$ cat src/verilog/ioxp_pkg.sv
package ioxp_pkg;

   localparam int NPIN = 16;

   // two target addresses, picked by the address-select pin
   localparam logic [6:0] TARGET_ADDR_LOW = 7'h20;
   localparam logic [6:0] TARGET_ADDR_HIGH = 7'h21;

   // command byte codes, one byte per 8-pin bank (bank 0 even, bank 1 odd), except drive (two per bank) and output type (one for both)
   localparam logic [7:0] CMD_INPUT0 = 8'h00;
   localparam logic [7:0] CMD_INPUT1 = 8'h01;
   localparam logic [7:0] CMD_OUTPUT0 = 8'h02;
   localparam logic [7:0] CMD_OUTPUT1 = 8'h03;
   localparam logic [7:0] CMD_POLARITY0 = 8'h04;
   localparam logic [7:0] CMD_POLARITY1 = 8'h05;
   localparam logic [7:0] CMD_DIR0 = 8'h06;
   localparam logic [7:0] CMD_DIR1 = 8'h07;
   localparam logic [7:0] CMD_DRIVE0 = 8'h40;
   localparam logic [7:0] CMD_DRIVE1 = 8'h41;
   localparam logic [7:0] CMD_DRIVE2 = 8'h42;
   localparam logic [7:0] CMD_DRIVE3 = 8'h43;
   localparam logic [7:0] CMD_LATCH0 = 8'h44;
   localparam logic [7:0] CMD_LATCH1 = 8'h45;
   localparam logic [7:0] CMD_PULLEN0 = 8'h46;
   localparam logic [7:0] CMD_PULLEN1 = 8'h47;
   localparam logic [7:0] CMD_PULLUP0 = 8'h48;
   localparam logic [7:0] CMD_PULLUP1 = 8'h49;
   localparam logic [7:0] CMD_MASK0 = 8'h4A;
   localparam logic [7:0] CMD_MASK1 = 8'h4B;
   localparam logic [7:0] CMD_STATUS0 = 8'h4C;
   localparam logic [7:0] CMD_STATUS1 = 8'h4D;
   localparam logic [7:0] CMD_OUTTYPE = 8'h4F;

   localparam logic [3:0] BITS_PER_BYTE = 4'h8;
   localparam logic [3:0] LAST_BIT = 4'h7;

   typedef enum {
      ST_IDLE, ST_ADDR, ST_ADDR_ACK, ST_CMD, ST_CMD_ACK,
      ST_WR, ST_WR_ACK, ST_RD, ST_RD_ACK, ST_IGNORE
   } ioxp_state_e;

   typedef struct packed {
      logic [15:0] outv;
      logic [15:0] pol;
      logic [15:0] dir;
      logic [31:0] drive;
      logic [15:0] latch;
      logic [15:0] pull_en;
      logic [15:0] pull_up;
      logic [15:0] mask;
      logic [1:0] open_drain;
   } ioxp_regs_s;

   localparam ioxp_regs_s REGS_RESET = '{
      outv: 16'hFFFF, pol: 16'h0000, dir: 16'hFFFF, drive: 32'hFFFFFFFF,
      latch: 16'h0000, pull_en: 16'h0000, pull_up: 16'hFFFF, mask: 16'hFFFF,
      open_drain: 2'h0
   };

endpackage : ioxp_pkg

$ cat src/verilog/ioxp_expander.sv
module ioxp_expander (
   input wire logic CLOCK,
   input wire logic RST,
   input wire logic RESET_N,
   input wire logic ADDR_SEL,
   input wire logic SCL_I,
   input wire logic SDA_I,
   output logic SDA_O,
   output logic SDA_OE_N,
   output logic INT_O,
   output logic INT_OE_N,
   input wire logic [ioxp_pkg::NPIN-1:0] P_I,
   output logic [ioxp_pkg::NPIN-1:0] P_O,
   output logic [ioxp_pkg::NPIN-1:0] P_OE_N,
   output logic [2*ioxp_pkg::NPIN-1:0] P_DRIVE,
   output logic [ioxp_pkg::NPIN-1:0] P_PULL_EN,
   output logic [ioxp_pkg::NPIN-1:0] P_PULL_UP
);
   import ioxp_pkg::*;

   ////////////////////////////////////////////////////////////////////////////
   // synchronisers
   logic [2:0] scl_s, sda_s;
   logic [1:0] rstn_s, adr_s;
   logic [NPIN-1:0] pin_s1, pin_s2;
   logic rst_all;

   always_ff @(posedge CLOCK) begin
      scl_s <= {scl_s[1:0], SCL_I};
      sda_s <= {sda_s[1:0], SDA_I};
      adr_s <= {adr_s[0], ADDR_SEL};
      pin_s1 <= P_I;
      pin_s2 <= pin_s1;
      if (RST) begin
         rstn_s <= 2'h0;
      end else begin
         rstn_s <= {rstn_s[0], RESET_N};
      end
   end

   assign rst_all = RST | ~rstn_s[1];

   ////////////////////////////////////////////////////////////////////////////
   // state
   ioxp_state_e state, next_state;
   ioxp_regs_s r, next_r;
   logic [7:0] shift, next_shift, ptr, next_ptr;
   logic [3:0] bitcnt, next_bitcnt;
   logic rw, next_rw, nack, next_nack, sda_oe_n, next_sda_oe_n;
   logic [NPIN-1:0] ref_v, next_ref_v, pend, next_pend, hold, next_hold;
   logic [NPIN-1:0] next_p_oe_n;
   logic next_int_oe_n;

   logic scl_rise, scl_fall, start_c, stop_c;
   logic [6:0] my_addr;
   logic [NPIN-1:0] changed, status, in_val, rd_clear;

   assign scl_rise = scl_s[1] & ~scl_s[2];
   assign scl_fall = ~scl_s[1] & scl_s[2];
   assign start_c = scl_s[1] & scl_s[2] & sda_s[2] & ~sda_s[1];
   assign stop_c = scl_s[1] & scl_s[2] & ~sda_s[2] & sda_s[1];
   assign my_addr = adr_s[1] ? TARGET_ADDR_HIGH : TARGET_ADDR_LOW;

   // only pins set as inputs can raise a change
   assign changed = r.dir & (pin_s2 ^ ref_v);
   assign status = (r.latch & pend) | (~r.latch & changed & ~r.mask);
   assign in_val = ((r.latch & pend & hold) | (~(r.latch & pend) & pin_s2)) ^ r.pol;

   function automatic logic [7:0] read_byte(input logic [7:0] a);
      logic [7:0] v;
      v = 8'h00;
      case (a)
         CMD_INPUT0: v = in_val[7:0];
         CMD_INPUT1: v = in_val[15:8];
         CMD_OUTPUT0: v = r.outv[7:0];
         CMD_OUTPUT1: v = r.outv[15:8];
         CMD_POLARITY0: v = r.pol[7:0];
         CMD_POLARITY1: v = r.pol[15:8];
         CMD_DIR0: v = r.dir[7:0];
         CMD_DIR1: v = r.dir[15:8];
         CMD_DRIVE0: v = r.drive[7:0];
         CMD_DRIVE1: v = r.drive[15:8];
         CMD_DRIVE2: v = r.drive[23:16];
         CMD_DRIVE3: v = r.drive[31:24];
         CMD_LATCH0: v = r.latch[7:0];
         CMD_LATCH1: v = r.latch[15:8];
         CMD_PULLEN0: v = r.pull_en[7:0];
         CMD_PULLEN1: v = r.pull_en[15:8];
         CMD_PULLUP0: v = r.pull_up[7:0];
         CMD_PULLUP1: v = r.pull_up[15:8];
         CMD_MASK0: v = r.mask[7:0];
         CMD_MASK1: v = r.mask[15:8];
         CMD_STATUS0: v = status[7:0];
         CMD_STATUS1: v = status[15:8];
         CMD_OUTTYPE: v = {6'h00, r.open_drain};
         default: v = 8'h00;
      endcase
      return v;
   endfunction

   ////////////////////////////////////////////////////////////////////////////
   // next-state logic
   always_comb begin
      next_state = state;
      next_r = r;
      next_shift = shift;
      next_ptr = ptr;
      next_bitcnt = bitcnt;
      next_rw = rw;
      next_nack = nack;
      next_sda_oe_n = sda_oe_n;
      rd_clear = '0;
      if (start_c) begin
         next_state = ST_ADDR;
         next_bitcnt = 4'h0;
         next_sda_oe_n = 1'b1;
      end else if (stop_c) begin
         next_state = ST_IDLE;
         next_sda_oe_n = 1'b1;
      end else begin
         case (state)
            ST_ADDR, ST_CMD, ST_WR: begin
               if (scl_rise) begin
                  next_shift = {shift[6:0], sda_s[1]};
                  next_bitcnt = bitcnt + 4'h1;
               end else if (scl_fall && bitcnt == BITS_PER_BYTE) begin
                  next_bitcnt = 4'h0;
                  next_sda_oe_n = 1'b0;
                  if (state == ST_ADDR) begin
                     next_rw = shift[0];
                     if (shift[7:1] == my_addr) begin
                        next_state = ST_ADDR_ACK;
                     end else begin
                        next_state = ST_IGNORE;
                        next_sda_oe_n = 1'b1;
                     end
                  end else if (state == ST_CMD) begin
                     next_ptr = shift;
                     next_state = ST_CMD_ACK;
                  end else begin
                     next_state = ST_WR_ACK;
                     next_ptr = {ptr[7:1], ~ptr[0]};
                     case (ptr)
                        CMD_OUTPUT0: next_r.outv[7:0] = shift;
                        CMD_OUTPUT1: next_r.outv[15:8] = shift;
                        CMD_POLARITY0: next_r.pol[7:0] = shift;
                        CMD_POLARITY1: next_r.pol[15:8] = shift;
                        CMD_DIR0: next_r.dir[7:0] = shift;
                        CMD_DIR1: next_r.dir[15:8] = shift;
                        CMD_DRIVE0: next_r.drive[7:0] = shift;
                        CMD_DRIVE1: next_r.drive[15:8] = shift;
                        CMD_DRIVE2: next_r.drive[23:16] = shift;
                        CMD_DRIVE3: next_r.drive[31:24] = shift;
                        CMD_LATCH0: next_r.latch[7:0] = shift;
                        CMD_LATCH1: next_r.latch[15:8] = shift;
                        CMD_PULLEN0: next_r.pull_en[7:0] = shift;
                        CMD_PULLEN1: next_r.pull_en[15:8] = shift;
                        CMD_PULLUP0: next_r.pull_up[7:0] = shift;
                        CMD_PULLUP1: next_r.pull_up[15:8] = shift;
                        CMD_MASK0: next_r.mask[7:0] = shift;
                        CMD_MASK1: next_r.mask[15:8] = shift;
                        CMD_OUTTYPE: next_r.open_drain = shift[1:0];
                        default: next_r = r;
                     endcase
                  end
               end
            end
            ST_ADDR_ACK, ST_CMD_ACK, ST_WR_ACK, ST_RD_ACK: begin
               if (scl_rise && state == ST_RD_ACK) begin
                  next_nack = sda_s[1];
               end else if (scl_fall) begin
                  next_sda_oe_n = 1'b1;
                  if (state == ST_CMD_ACK || state == ST_WR_ACK) begin
                     next_state = ST_WR;
                  end else if (state == ST_ADDR_ACK && !rw) begin
                     next_state = ST_CMD;
                  end else if (state == ST_RD_ACK && nack) begin
                     next_state = ST_IGNORE;
                  end else begin
                     next_state = ST_RD;
                     next_shift = read_byte(ptr);
                     next_sda_oe_n = next_shift[7];
                     next_ptr = {ptr[7:1], ~ptr[0]};
                     if (ptr == CMD_INPUT0) rd_clear[7:0] = 8'hFF;
                     if (ptr == CMD_INPUT1) rd_clear[15:8] = 8'hFF;
                  end
               end
            end
            ST_RD: begin
               if (scl_fall) begin
                  if (bitcnt == LAST_BIT) begin
                     next_state = ST_RD_ACK;
                     next_sda_oe_n = 1'b1;
                     next_bitcnt = 4'h0;
                  end else begin
                     next_shift = {shift[6:0], 1'b0};
                     next_sda_oe_n = shift[6];
                     next_bitcnt = bitcnt + 4'h1;
                  end
               end
            end
            ST_IGNORE, ST_IDLE: next_sda_oe_n = 1'b1;
            default: next_state = ST_IDLE;
         endcase
      end
   end

   // input reference, latching and alert; on a latched pin a new change outranks a same-cycle read, unlatched the read wins
   always_comb begin
      next_ref_v = (ref_v & ~rd_clear) | (pin_s2 & rd_clear);
      next_pend = pend & ~rd_clear;
      next_hold = hold;
      next_pend = next_pend | (changed & r.latch & ~pend);
      next_hold = (hold & ~(changed & r.latch & ~pend)) | (pin_s2 & changed & r.latch & ~pend);
      next_int_oe_n = ~|status;
      // open drain never drives a high; it leaves the pin to the pull
      next_p_oe_n = ~(~next_r.dir & ~({{8{next_r.open_drain[1]}}, {8{next_r.open_drain[0]}}} & next_r.outv));
   end

   ////////////////////////////////////////////////////////////////////////////
   // registers
   always_ff @(posedge CLOCK) begin
      if (rst_all) begin
         state <= ST_IDLE;
         r <= REGS_RESET;
         shift <= 8'h00;
         ptr <= 8'h00;
         bitcnt <= 4'h0;
         rw <= 1'b0;
         nack <= 1'b1;
         sda_oe_n <= 1'b1;
         ref_v <= '0;
         pend <= '0;
         hold <= '0;
         SDA_O <= 1'b0;
         SDA_OE_N <= 1'b1;
         INT_O <= 1'b0;
         INT_OE_N <= 1'b1;
         P_O <= REGS_RESET.outv;
         P_OE_N <= REGS_RESET.dir;
         P_DRIVE <= REGS_RESET.drive;
         P_PULL_EN <= REGS_RESET.pull_en;
         P_PULL_UP <= REGS_RESET.pull_up;
      end else begin
         state <= next_state;
         r <= next_r;
         shift <= next_shift;
         ptr <= next_ptr;
         bitcnt <= next_bitcnt;
         rw <= next_rw;
         nack <= next_nack;
         sda_oe_n <= next_sda_oe_n;
         ref_v <= next_ref_v;
         pend <= next_pend;
         hold <= next_hold;
         SDA_O <= 1'b0;
         SDA_OE_N <= next_sda_oe_n;
         INT_O <= 1'b0;
         INT_OE_N <= next_int_oe_n;
         P_O <= next_r.outv;
         P_OE_N <= next_p_oe_n;
         P_DRIVE <= next_r.drive;
         P_PULL_EN <= next_r.pull_en;
         P_PULL_UP <= next_r.pull_up;
      end
   end

endmodule // ioxp_expander

$ cat config.mk
export PLATFORM = sky130hd
export DESIGN_NAME = ioxp_expander
export DESIGN_NICKNAME = d
export VERILOG_FILES = /design/src/verilog/ioxp_pkg.sv /design/src/verilog/ioxp_expander.sv
export SDC_FILE = /design/constraint.sdc
export NUM_CORES = 1
export LEC_CHECK = 0
export ABC_CLOCK_PERIOD_IN_PS = 2700
export BUFFER_PORTS_ARGS = -buffer_cell sky130_fd_sc_hd__buf_4
export CORE_UTILIZATION = 43
export DETAILED_ROUTE_END_ITERATION = 8
export HOLD_SLACK_MARGIN = 0.06
export PLACE_DENSITY_LB_ADDON = 0.3
export SETUP_SLACK_MARGIN = 0.3
export SLEW_MARGIN = 15
export SYNTH_ARGS = -nofsm -noshare
export SYNTH_HDL_FRONTEND = slang
export SYNTH_SLANG_ARGS = --single-unit
$ cat constraint.sdc
create_clock -name CLOCK -period 2.7 [get_ports CLOCK]
set_clock_uncertainty 0.05 [all_clocks]
set_input_delay 0.135 -clock CLOCK [delete_from_list [all_inputs] [get_ports CLOCK]]
set_output_delay 0.135 -clock CLOCK [all_outputs]
set_load 0.01 [all_outputs]
# Word-level counts from Yosys, hierarchy flattened
# Cells that the tools add are included.
# totals
register_bits	308
latchBits	0
ram_bits	0
rom_bits	0
inputBits	22
output_inout_bits	100
elab_cells	283
memories	0
# classes
add_sub_neg	1
multipliers	0
n_div	0
order_cmp	0
n_eq_ne	60
shifts	0
mux	89
bitwise	54
reduce_logical	42
# ops
op	count
two-way mux 146 bit	7
bitwise AND 16 bit	17
two-way mux 8 bit	32
two-way mux 32 bit	7
== test 32 x 3 -> 1 bit, second input constant	6
one-hot mux 8 bit (23 select lines)	1
inverter 16 bit	9
== test 32 x 4 -> 1 bit, second input constant	4
two-way mux 16 bit	8
one-hot mux 32 bit (4 select lines)	1
== test 8 x 7 -> 1 bit, second input constant	15
AND reduction 8 bit	15
== test 32 x 2 -> 1 bit, second input constant	3
bitwise OR 16 bit	5
== test 32 x 1 -> 1 bit, second input constant	1
== test 32 x 5 -> 1 bit, second input constant	1
== test 8 x 3 -> 1 bit, second input constant	4
logical NOT 32 bit	1
two-way mux 4 bit	8
XOR 16 bit	2
inequality test 2 bit, second input constant	12
inequality test 4 bit, second input constant	6
one-hot mux 8 bit (3 select lines)	1
AND reduction 11 bit	2
other kinds (29)	78

# Depth between registers and ports, before layout
# Gate-level depths: netlist of run 1.
# logic_depth
ltp_word	13
ltp_mapped	10

# Worst setup path after synthesis of run 1
# OpenSTA, ideal clock, no wires.
# synth_path
kind	reg-to-reg
start	register ptr[4]
end	register r[0] in the netlist's numbering
setup_time_ps	110
t_arrival_ps	2082
path_slack_ps	459
stages_incl_launch_ff	7
path_buffers	0
cell_sequence	dfxtp_1 -> nor4b_1 -> nand3_1 -> nor2_1 -> mux2i_1 -> nand2b_1 -> inv_1
# synth_between
elab_chain_cells	9
# synth_rtl
element	line	source
start: declaration	ioxp_expander.sv:47	logic [7:0] shift, next_shift, ptr, next_ptr;
start signal: assignment	ioxp_expander.sv:248	ptr <= next_ptr;
== test 8 x 7 -> 1 bit	ioxp_expander.sv:143	case (ptr)
two-way mux 2 bit	ioxp_expander.sv:143	
two-way mux 146 bit	ioxp_expander.sv:137	end else if (state == ST_CMD) begin
two-way mux 146 bit	ioxp_expander.sv:129	if (state == ST_ADDR) begin
two-way mux 146 bit	ioxp_expander.sv:126	end else if (scl_fall && bitcnt == BITS_PER_BYTE) begin
two-way mux 146 bit	ioxp_expander.sv:123	if (scl_rise) begin
two-way mux 146 bit	ioxp_expander.sv:121	case (state)
two-way mux 146 bit	ioxp_expander.sv:117	end else if (stop_c) begin
two-way mux 146 bit	ioxp_expander.sv:113	if (start_c) begin
end signal: assignment	ioxp_expander.sv:246	r <= next_r;
end: declaration	ioxp_expander.sv:46	ioxp_regs_s r, next_r;
# No other way between the ends.
# A chain may end at the register's enable or synchronous reset.

# Worst setup path in the final report of run 1
# layout_path
start	register ptr[2]
end	register shift[1]
# layout_between
elab_chain_cells	8
# layout_rtl
element	line	source
== test 8 x 7 -> 1 bit (tied with other cells)	ioxp_expander.sv:72	case (a)
one-hot mux 8 bit (23 select lines) *	ioxp_expander.sv:72	
two-way mux 8 bit *	ioxp_expander.sv:177	end else if (state == ST_RD_ACK && nack) begin
two-way mux 8 bit *	ioxp_expander.sv:175	end else if (state == ST_ADDR_ACK && !rw) begin
two-way mux 8 bit *	ioxp_expander.sv:173	if (state == ST_CMD_ACK || state == ST_WR_ACK) begin
two-way mux 8 bit *	ioxp_expander.sv:171	end else if (scl_fall) begin
two-way mux 8 bit *	ioxp_expander.sv:169	if (scl_rise && state == ST_RD_ACK) begin
one-hot mux 8 bit (3 select lines) *	ioxp_expander.sv:121	
end signal: assignment	ioxp_expander.sv:247	shift <= next_shift;
end: declaration	ioxp_expander.sv:47	
# Every way passes the cells marked *; elsewhere a longest branch is shown, timed or not. The select of a mux whose other input is x is not followed.

==> metrics.txt, run 1 <==
WHS 0.1537 ns; row count 63; Avg Vias per Cell 5.815; register share of total power 48.6%; Post-Syn Instances 1463; die area 0.03113 mm2; Sw Ratio 21.08%; Die H 176.5 um; placed wire-length estimate 34110 um; highest clock rate 409.0 MHz; post-synth top area share 42.83%; internal power 6.813 mW; grt ovf 0; share of total power in the clock network 49.5%; Worst Setup SP ptr[2]; CTS Buf Count 31; via count 11.62k; clk root buf clkbuf_16; Rel. slew slack 42.49%; Post-Route WL 46940 um; area of the mapped netlist 0.01309 mm2; post-synthesis cell type count 77; CP required 3.08 ns; placed inst area 0.01439 mm2; crit-path most repeated cell a311oi_1; worst slew pin tran 0.8614 ns; H-tree Lvls 1; CP max stage cell dfxtp_1; Main synth FF type dfxtp_1; GRT Total Usage 29.91%; critical path class reg2reg; DR WL/cell 23.49 um; Final Cycle Share 90.56%; critical path endpoint category flip-flop; Die W 176.5 um; Final nets 1611; first-pass GRT wire length 69490 um; arrival time worst endpoint 2.82 ns; Area Overhead vs Synth 22.33%; Max-Cap Viols 0; Sw Pwr 1.820 mW; final worst setup slack 0.2547 ns; leakage power 6.648 nW; top cells by area, synth dfxtp_1 (43%), mux2i_1 (14%), nand2_1 (5.9%); fraction of registers with async set or reset after synthesis 0%; Pwr per Cell Area 539.3 mW/mm2; path type of the worst min-delay path in2reg; VDD IR max 546.6 uV; post-synth top area cell dfxtp_1; R2R Path Start ptr[2]; worst stage delay on the critical path 0.46 ns; total power 8.633 mW; CP Launch Type flip-flop; CTS tree done; DRT Pass-1 Iters 5; RSZ-0062 raised after global routing true; ant diodes 0; number of endpoints failing setup at the final stage 0; IO buf count 119; Comb pwr share 1.9%; I/O pin cnt 122; number of flops mapped to enable cells by yosys 0; status finished, final reports clean; share of layout cells above drive strength 1 23.01%; Final ANT Viol Nets 0; DRT iter0 DRCs 1287; CP bufs+invs 1; Period minus WS final 2.445 ns; crit-path max FO 7; CTS clock-pin slew for the worst setup and hold paths 0.06 ns; number of global-route vias before repair 10.76k; routability cong. 1.091; Critical Path, Cell by Cell buf_4 -> mux2i_1 -> nor2_1 -> a311oi_1 -> a211oi_1 -> a311oi_1 -> nand4_1 -> o2bb2ai_1; Hold Crit Start P_I[12]; critical path's top delay family compound AO/OA/AOI/OAI gates; pin count of the biggest net entering global routing 68; DP Worst Slack 0.1344 ns; post-synthesis sequential area ratio 42.83%; initial antenna violation count 0; area of the core 0.02980 mm2; Hold Fails Final Rpt 0; max-slew violation count 0; Mean Syn Cell Area 8.945 um2; Filler Cells Inserted 2762; DRC Markers 0; Total Neg Setup Slack 0 ns; clk buf depth 3; post-route cell area 0.01601 mm2; Yosys warning count 0; CTS Sinks 280; Worst-Skew Late Latency 0.57 ns; synthesis-stage register bit count 280; Initial Util 43.92%
registers in the layout (all words and copies together) (netlist names), 3 cells and up, named ones only:
signal  count
P_OE_N     16
state       4
sda_s       3
pin_s1     16
shift       8
pin_s2     16
r         146
ptr         8
scl_s       3
hold       16
bitcnt      4
pend       16
cells by family after synthesis:
family,after synthesis,synth area share (%)
AND/OR/NAND/NOR,556,20.02
flip-flops,280,42.83
AO/OA/AOI/OAI,219,11.68
multiplexers,191,15.09
buffers and inverters,180,7.878
XOR/XNOR,34,2.276
adder cells (fa/ha/maj),2,0.1912
other,1,0.02866
area by class of cell:
cell class / instances / area, um2 / share of cell area (%)
multi-input cells: 1004 / 6725 / 42.01
inverters: 13 / 48.80 / 0.3048
clock inverters: 9 / 126.4 / 0.7894
repair buffers: 257 / 2110 / 13.18
well taps: 390 / 488.0 / 3.048
flip-flops and latches: 280 / 5613 / 35.06
clock buffers: 45 / 898.4 / 5.612
Yosys cell counts, types with 15 or more instances:
cell and instances:
a21oi_1 47, a32oi_1 20, buf_2 17, buf_4 87, clkbuf_1 56, dfxtp_1 280, mux2i_1 177, nand2_1 205
nand3_1 70, nor2_1 153, nor3_1 15, o211ai_1 19, o21ai_0 26, xor2_1 25
power groups by stage:
stage	Clock (mW)	Sequential [mW]	Combinational, mW
final	4.27	4.19	0.167
after global routing	4.50	4.19	0.180
after CTS	4.32	4.19	0.162
after detailed placement	0	4.28	0.137
after global placement	0	4.28	0.137
after floorplan	0	4.27	0.0815
metal layers:
layer	wire, um	global-route usage (%)	share of wire, %
met3	4382	4.457	9.3
met1	20650	42.99	44
met5	0	0	0
met4	1752	10.42	3.7
met2	20150	45.36	43
layout by cell type (no fill, tap or decap), types with 7 or more instances in the layout:
cell           Yosys  routed
nand4b_1           7       7
a32oi_1           20      19
nand3b_1          10      10
xor2_1            25      25
o22ai_1            9       9
mux2_2            10      10
a31oi_1           13      13
a21oi_1           47      46
mux2i_2            0      10
dfxtp_1          280     274
o21ai_0           26      26
xnor2_1            9       9
clkbuf_16          0      31
nor2_2             5       7
buf_12             0       8
buf_6              1       8
a22oi_1           14      14
o211ai_1          19      19
nor2b_1           13      12
nand3_1           70      70
nand2_2            6       7
dlygate4sd3_1      0      21
nor4_1            11       9
and3_1             8       8
and4b_1            9       9
clkbuf_1          56       7
a211oi_1           7       7
nor3_1            15      11
clkbuf_8           0       7
nand2_1          205     200
inv_1             13      13
a311oi_1           9       9
mux2i_1          177     165
nor2_1           153     148
buf_4             87     219
timing repair:
action                                  4_1_cts  5_1_grt
hold buffers                                 21        0
hold endpoints to repair                    108        0
pin swaps                                     0        8
buffers inserted                              0       11
gates resized for setup                       8       61
cloned                                        0        1
endpoints found under the setup margin       41      150
through the flow:
step | instances | utilization, %
floorplan | 1464 | -
global placement | 1911 | 48.28
detailed placement | 1911 | 48.28
CTS | 1986 | 52.53
global route | 1998 | 53.73
finish | 1998 | 53.73
worst paths after layout:
kind              slack, ns  cells after the start          to
setup reg to reg       0.25                      8    shift[1]
hold reg to reg        0.27                      0    scl_s[1]
hold / removal         0.15                      2  pin_s1[12]
setup / recovery       0.25                      8    shift[1]
Power figures use the tool's default switching activity.
==> run 2: changes to the inputs <==
--- a/config.mk
+++ b/config.mk
@@ -6,13 +6,12 @@
 export NUM_CORES = 1
 export LEC_CHECK = 0
 export ABC_CLOCK_PERIOD_IN_PS = 2700
-export BUFFER_PORTS_ARGS = -buffer_cell sky130_fd_sc_hd__buf_4
 export CORE_UTILIZATION = 43
 export DETAILED_ROUTE_END_ITERATION = 8
+export DONT_BUFFER_PORTS = 1
 export HOLD_SLACK_MARGIN = 0.06
 export PLACE_DENSITY_LB_ADDON = 0.3
 export SETUP_SLACK_MARGIN = 0.3
-export SLEW_MARGIN = 15
 export SYNTH_ARGS = -nofsm -noshare
 export SYNTH_HDL_FRONTEND = slang
 export SYNTH_SLANG_ARGS = --single-unit
==> metrics.txt, run 2 (synthesis gave the netlist of run 1 again) <==
Total Neg Setup Slack 0 ns (unchanged); Max-Cap Viols 0 (unchanged); commonest cells after routing, fill and taps aside dfxtp_1 (272), nand2_1 (198), mux2i_1 (168); Die W 176.5 um (unchanged); CP bufs+invs 1 (unchanged); critical path's top delay family simple AND/OR/NAND/NOR gates; share of total power in the clock network 49.2% (-0.3 points); CP Launch Type flip-flop; CTS Buf Count 31 (unchanged); Worst-Skew Late Latency 0.57 ns (about the same); first-pass GRT wire length 68500 um (-1.4%); VDD IR max 536.8 uV (-1.8%); GRT Total Usage 29.78% (-0.13 points); CTS Sinks 280 (unchanged); path type of the worst min-delay path in2reg; Initial Util 43.92% (unchanged); RSZ-0062 raised after global routing true; pin count of the biggest net entering global routing 66 (-2.9%); Comb pwr share 1.9% (about the same); Period minus WS final 2.363 ns (-0.08219 ns); routability cong. 1.006 (-7.8%); grt ovf 0 (unchanged); max reg flops 146 (unchanged); Final Cycle Share 87.52% (-3.0 points); DRT iter0 DRCs 1021 (-21%); CP required 3.12 ns (+0.04 ns); CTS clock-pin slew for the worst setup and hold paths 0.06 ns (about the same); Final ANT Viol Nets 0 (unchanged); Sw Pwr 1.854 mW (+1.9%); I/O pin cnt 122 (unchanged); Area Overhead vs Synth 17.95%; number of global-route vias before repair 10.54k (-2.1%); DRT Pass-1 Iters 5 (unchanged); via count 11.26k (-3.1%); critical path endpoint category flip-flop; Rel. slew slack 41.54% (-0.95 points); total power 8.565 mW (-0.79%); highest clock rate 423.2 MHz (+3.5%); Die H 176.5 um (unchanged); Final nets 1526 (-5.3%); clk root buf clkbuf_16; ant diodes 0 (unchanged); crit-path max FO 7 (unchanged); final worst setup slack 0.3369 ns (+0.08219 ns); clk buf depth 3 (unchanged); initial antenna violation count 0 (unchanged); Hold Fails Final Rpt 0 (unchanged); Post-Route WL 46990 um (+0.12%); status finished, final reports clean; H-tree Lvls 1 (unchanged); placed wire-length estimate 34710 um (+1.8%); number of endpoints failing setup at the final stage 0 (unchanged); row count 63 (unchanged); Largest Register r; area of the core 0.02980 mm2 (unchanged); CTS tree done; Critical Path, Cell by Cell or4b_4 -> or3_1 -> buf_4 -> o22ai_1 -> nor4_1 -> nand3_1 -> nor2_1 -> o31ai_1; internal power 6.711 mW (-1.5%); placed inst area 0.01367 mm2 (-5.0%); worst slew pin tran 0.8768 ns (+0.01542 ns); worst stage delay on the critical path 0.56 ns (+0.10 ns); max-slew violation count 0 (unchanged); Avg Vias per Cell 5.875 (+1.0%); leakage power 6.312 nW (-5.1%); critical path class reg2reg; DR WL/cell 24.53 um (+4.4%); commonest non-fill, non-tap cell in the layout dfxtp_1; register share of total power 48.9% (+0.3 points); DRC Markers 0 (unchanged); IO buf count 0 (-100%); Pwr per Cell Area 554.9 mW/mm2 (+2.9%); Sw Ratio 21.65% (+0.57 points); arrival time worst endpoint 2.78 ns (-0.04 ns); die area 0.03113 mm2 (unchanged); share of layout cells above drive strength 1 17.63% (-5.4 points); CP max stage cell or4b_4; DP Worst Slack 0.01141 ns (-0.1230 ns); post-route cell area 0.01543 mm2 (-3.6%)
[run 2: cell type report]
cell class	count	area, um2
Tap cell	390	488.0
Multi-Input combinational cell	1004	6721
Clock inverter	13	135.1
Clock buffer	44	884.6
Inverter	13	48.80
Timing Repair Buffer	172	1541
Sequential cell	280	5615
Fill cell	2798	14360
[run 2: timing repair]
action / in CTS / in global routing
hold buffers: 33 / 3
endpoints found under the setup margin: 68 / 146
resized for setup: 17 / 49
endpoints found under the hold margin: 152 / 3
pin swaps: 2 / 9
setup buffers: 6 / 5
[run 2: metal layers]
layer	vias to the layer above	wire length, um	track usage [%]
met2	495	20100	45.10
met3	89	4104	7.257
li1	5188	-	-
met4	0	1923	11.46
met5	-	0	0
met1	5484	20870	40.66
[run 2: through the flow]
| step | utilization [%] | hold slack [ns] | instances |
|---|---|---|---|
| floorplan | - | 0.1127 | 1464 |
| global placement | 45.88 | 0.1128 | 1812 |
| detailed placement | 45.88 | 0.1128 | 1812 |
| CTS | 50.89 | 0.06043 | 1908 |
| global route | 51.80 | 0.06522 | 1916 |
| finish | 51.80 | 0.07990 | 1916 |
[run 2: path summary, 6_finish.rpt]
kind,slack [ns],cells after the start,from,endpoint
setup / recovery,0.34,8,ptr[4],sda_oe_n
hold / removal,0.08,1,P_I[0],pin_s1[0]
hold reg to reg,0.28,0,pin_s1[1],pin_s2[1]
setup reg to reg,0.34,8,ptr[4],sda_oe_n
[run 2: power by group through the flow]
| stage | Sequential (mW) | Combinational, mW | Clock [mW] |
|---|---|---|---|
| 2_1_floorplan | 4.27 | 0.0815 | 0 |
| 3_3_place_gp | 4.28 | 0.118 | 0 |
| 3_5_place_dp | 4.28 | 0.117 | 0 |
| 4_1_cts | 4.19 | 0.156 | 4.29 |
| 5_1_grt | 4.19 | 0.175 | 4.47 |
| 6_report | 4.19 | 0.164 | 4.21 |
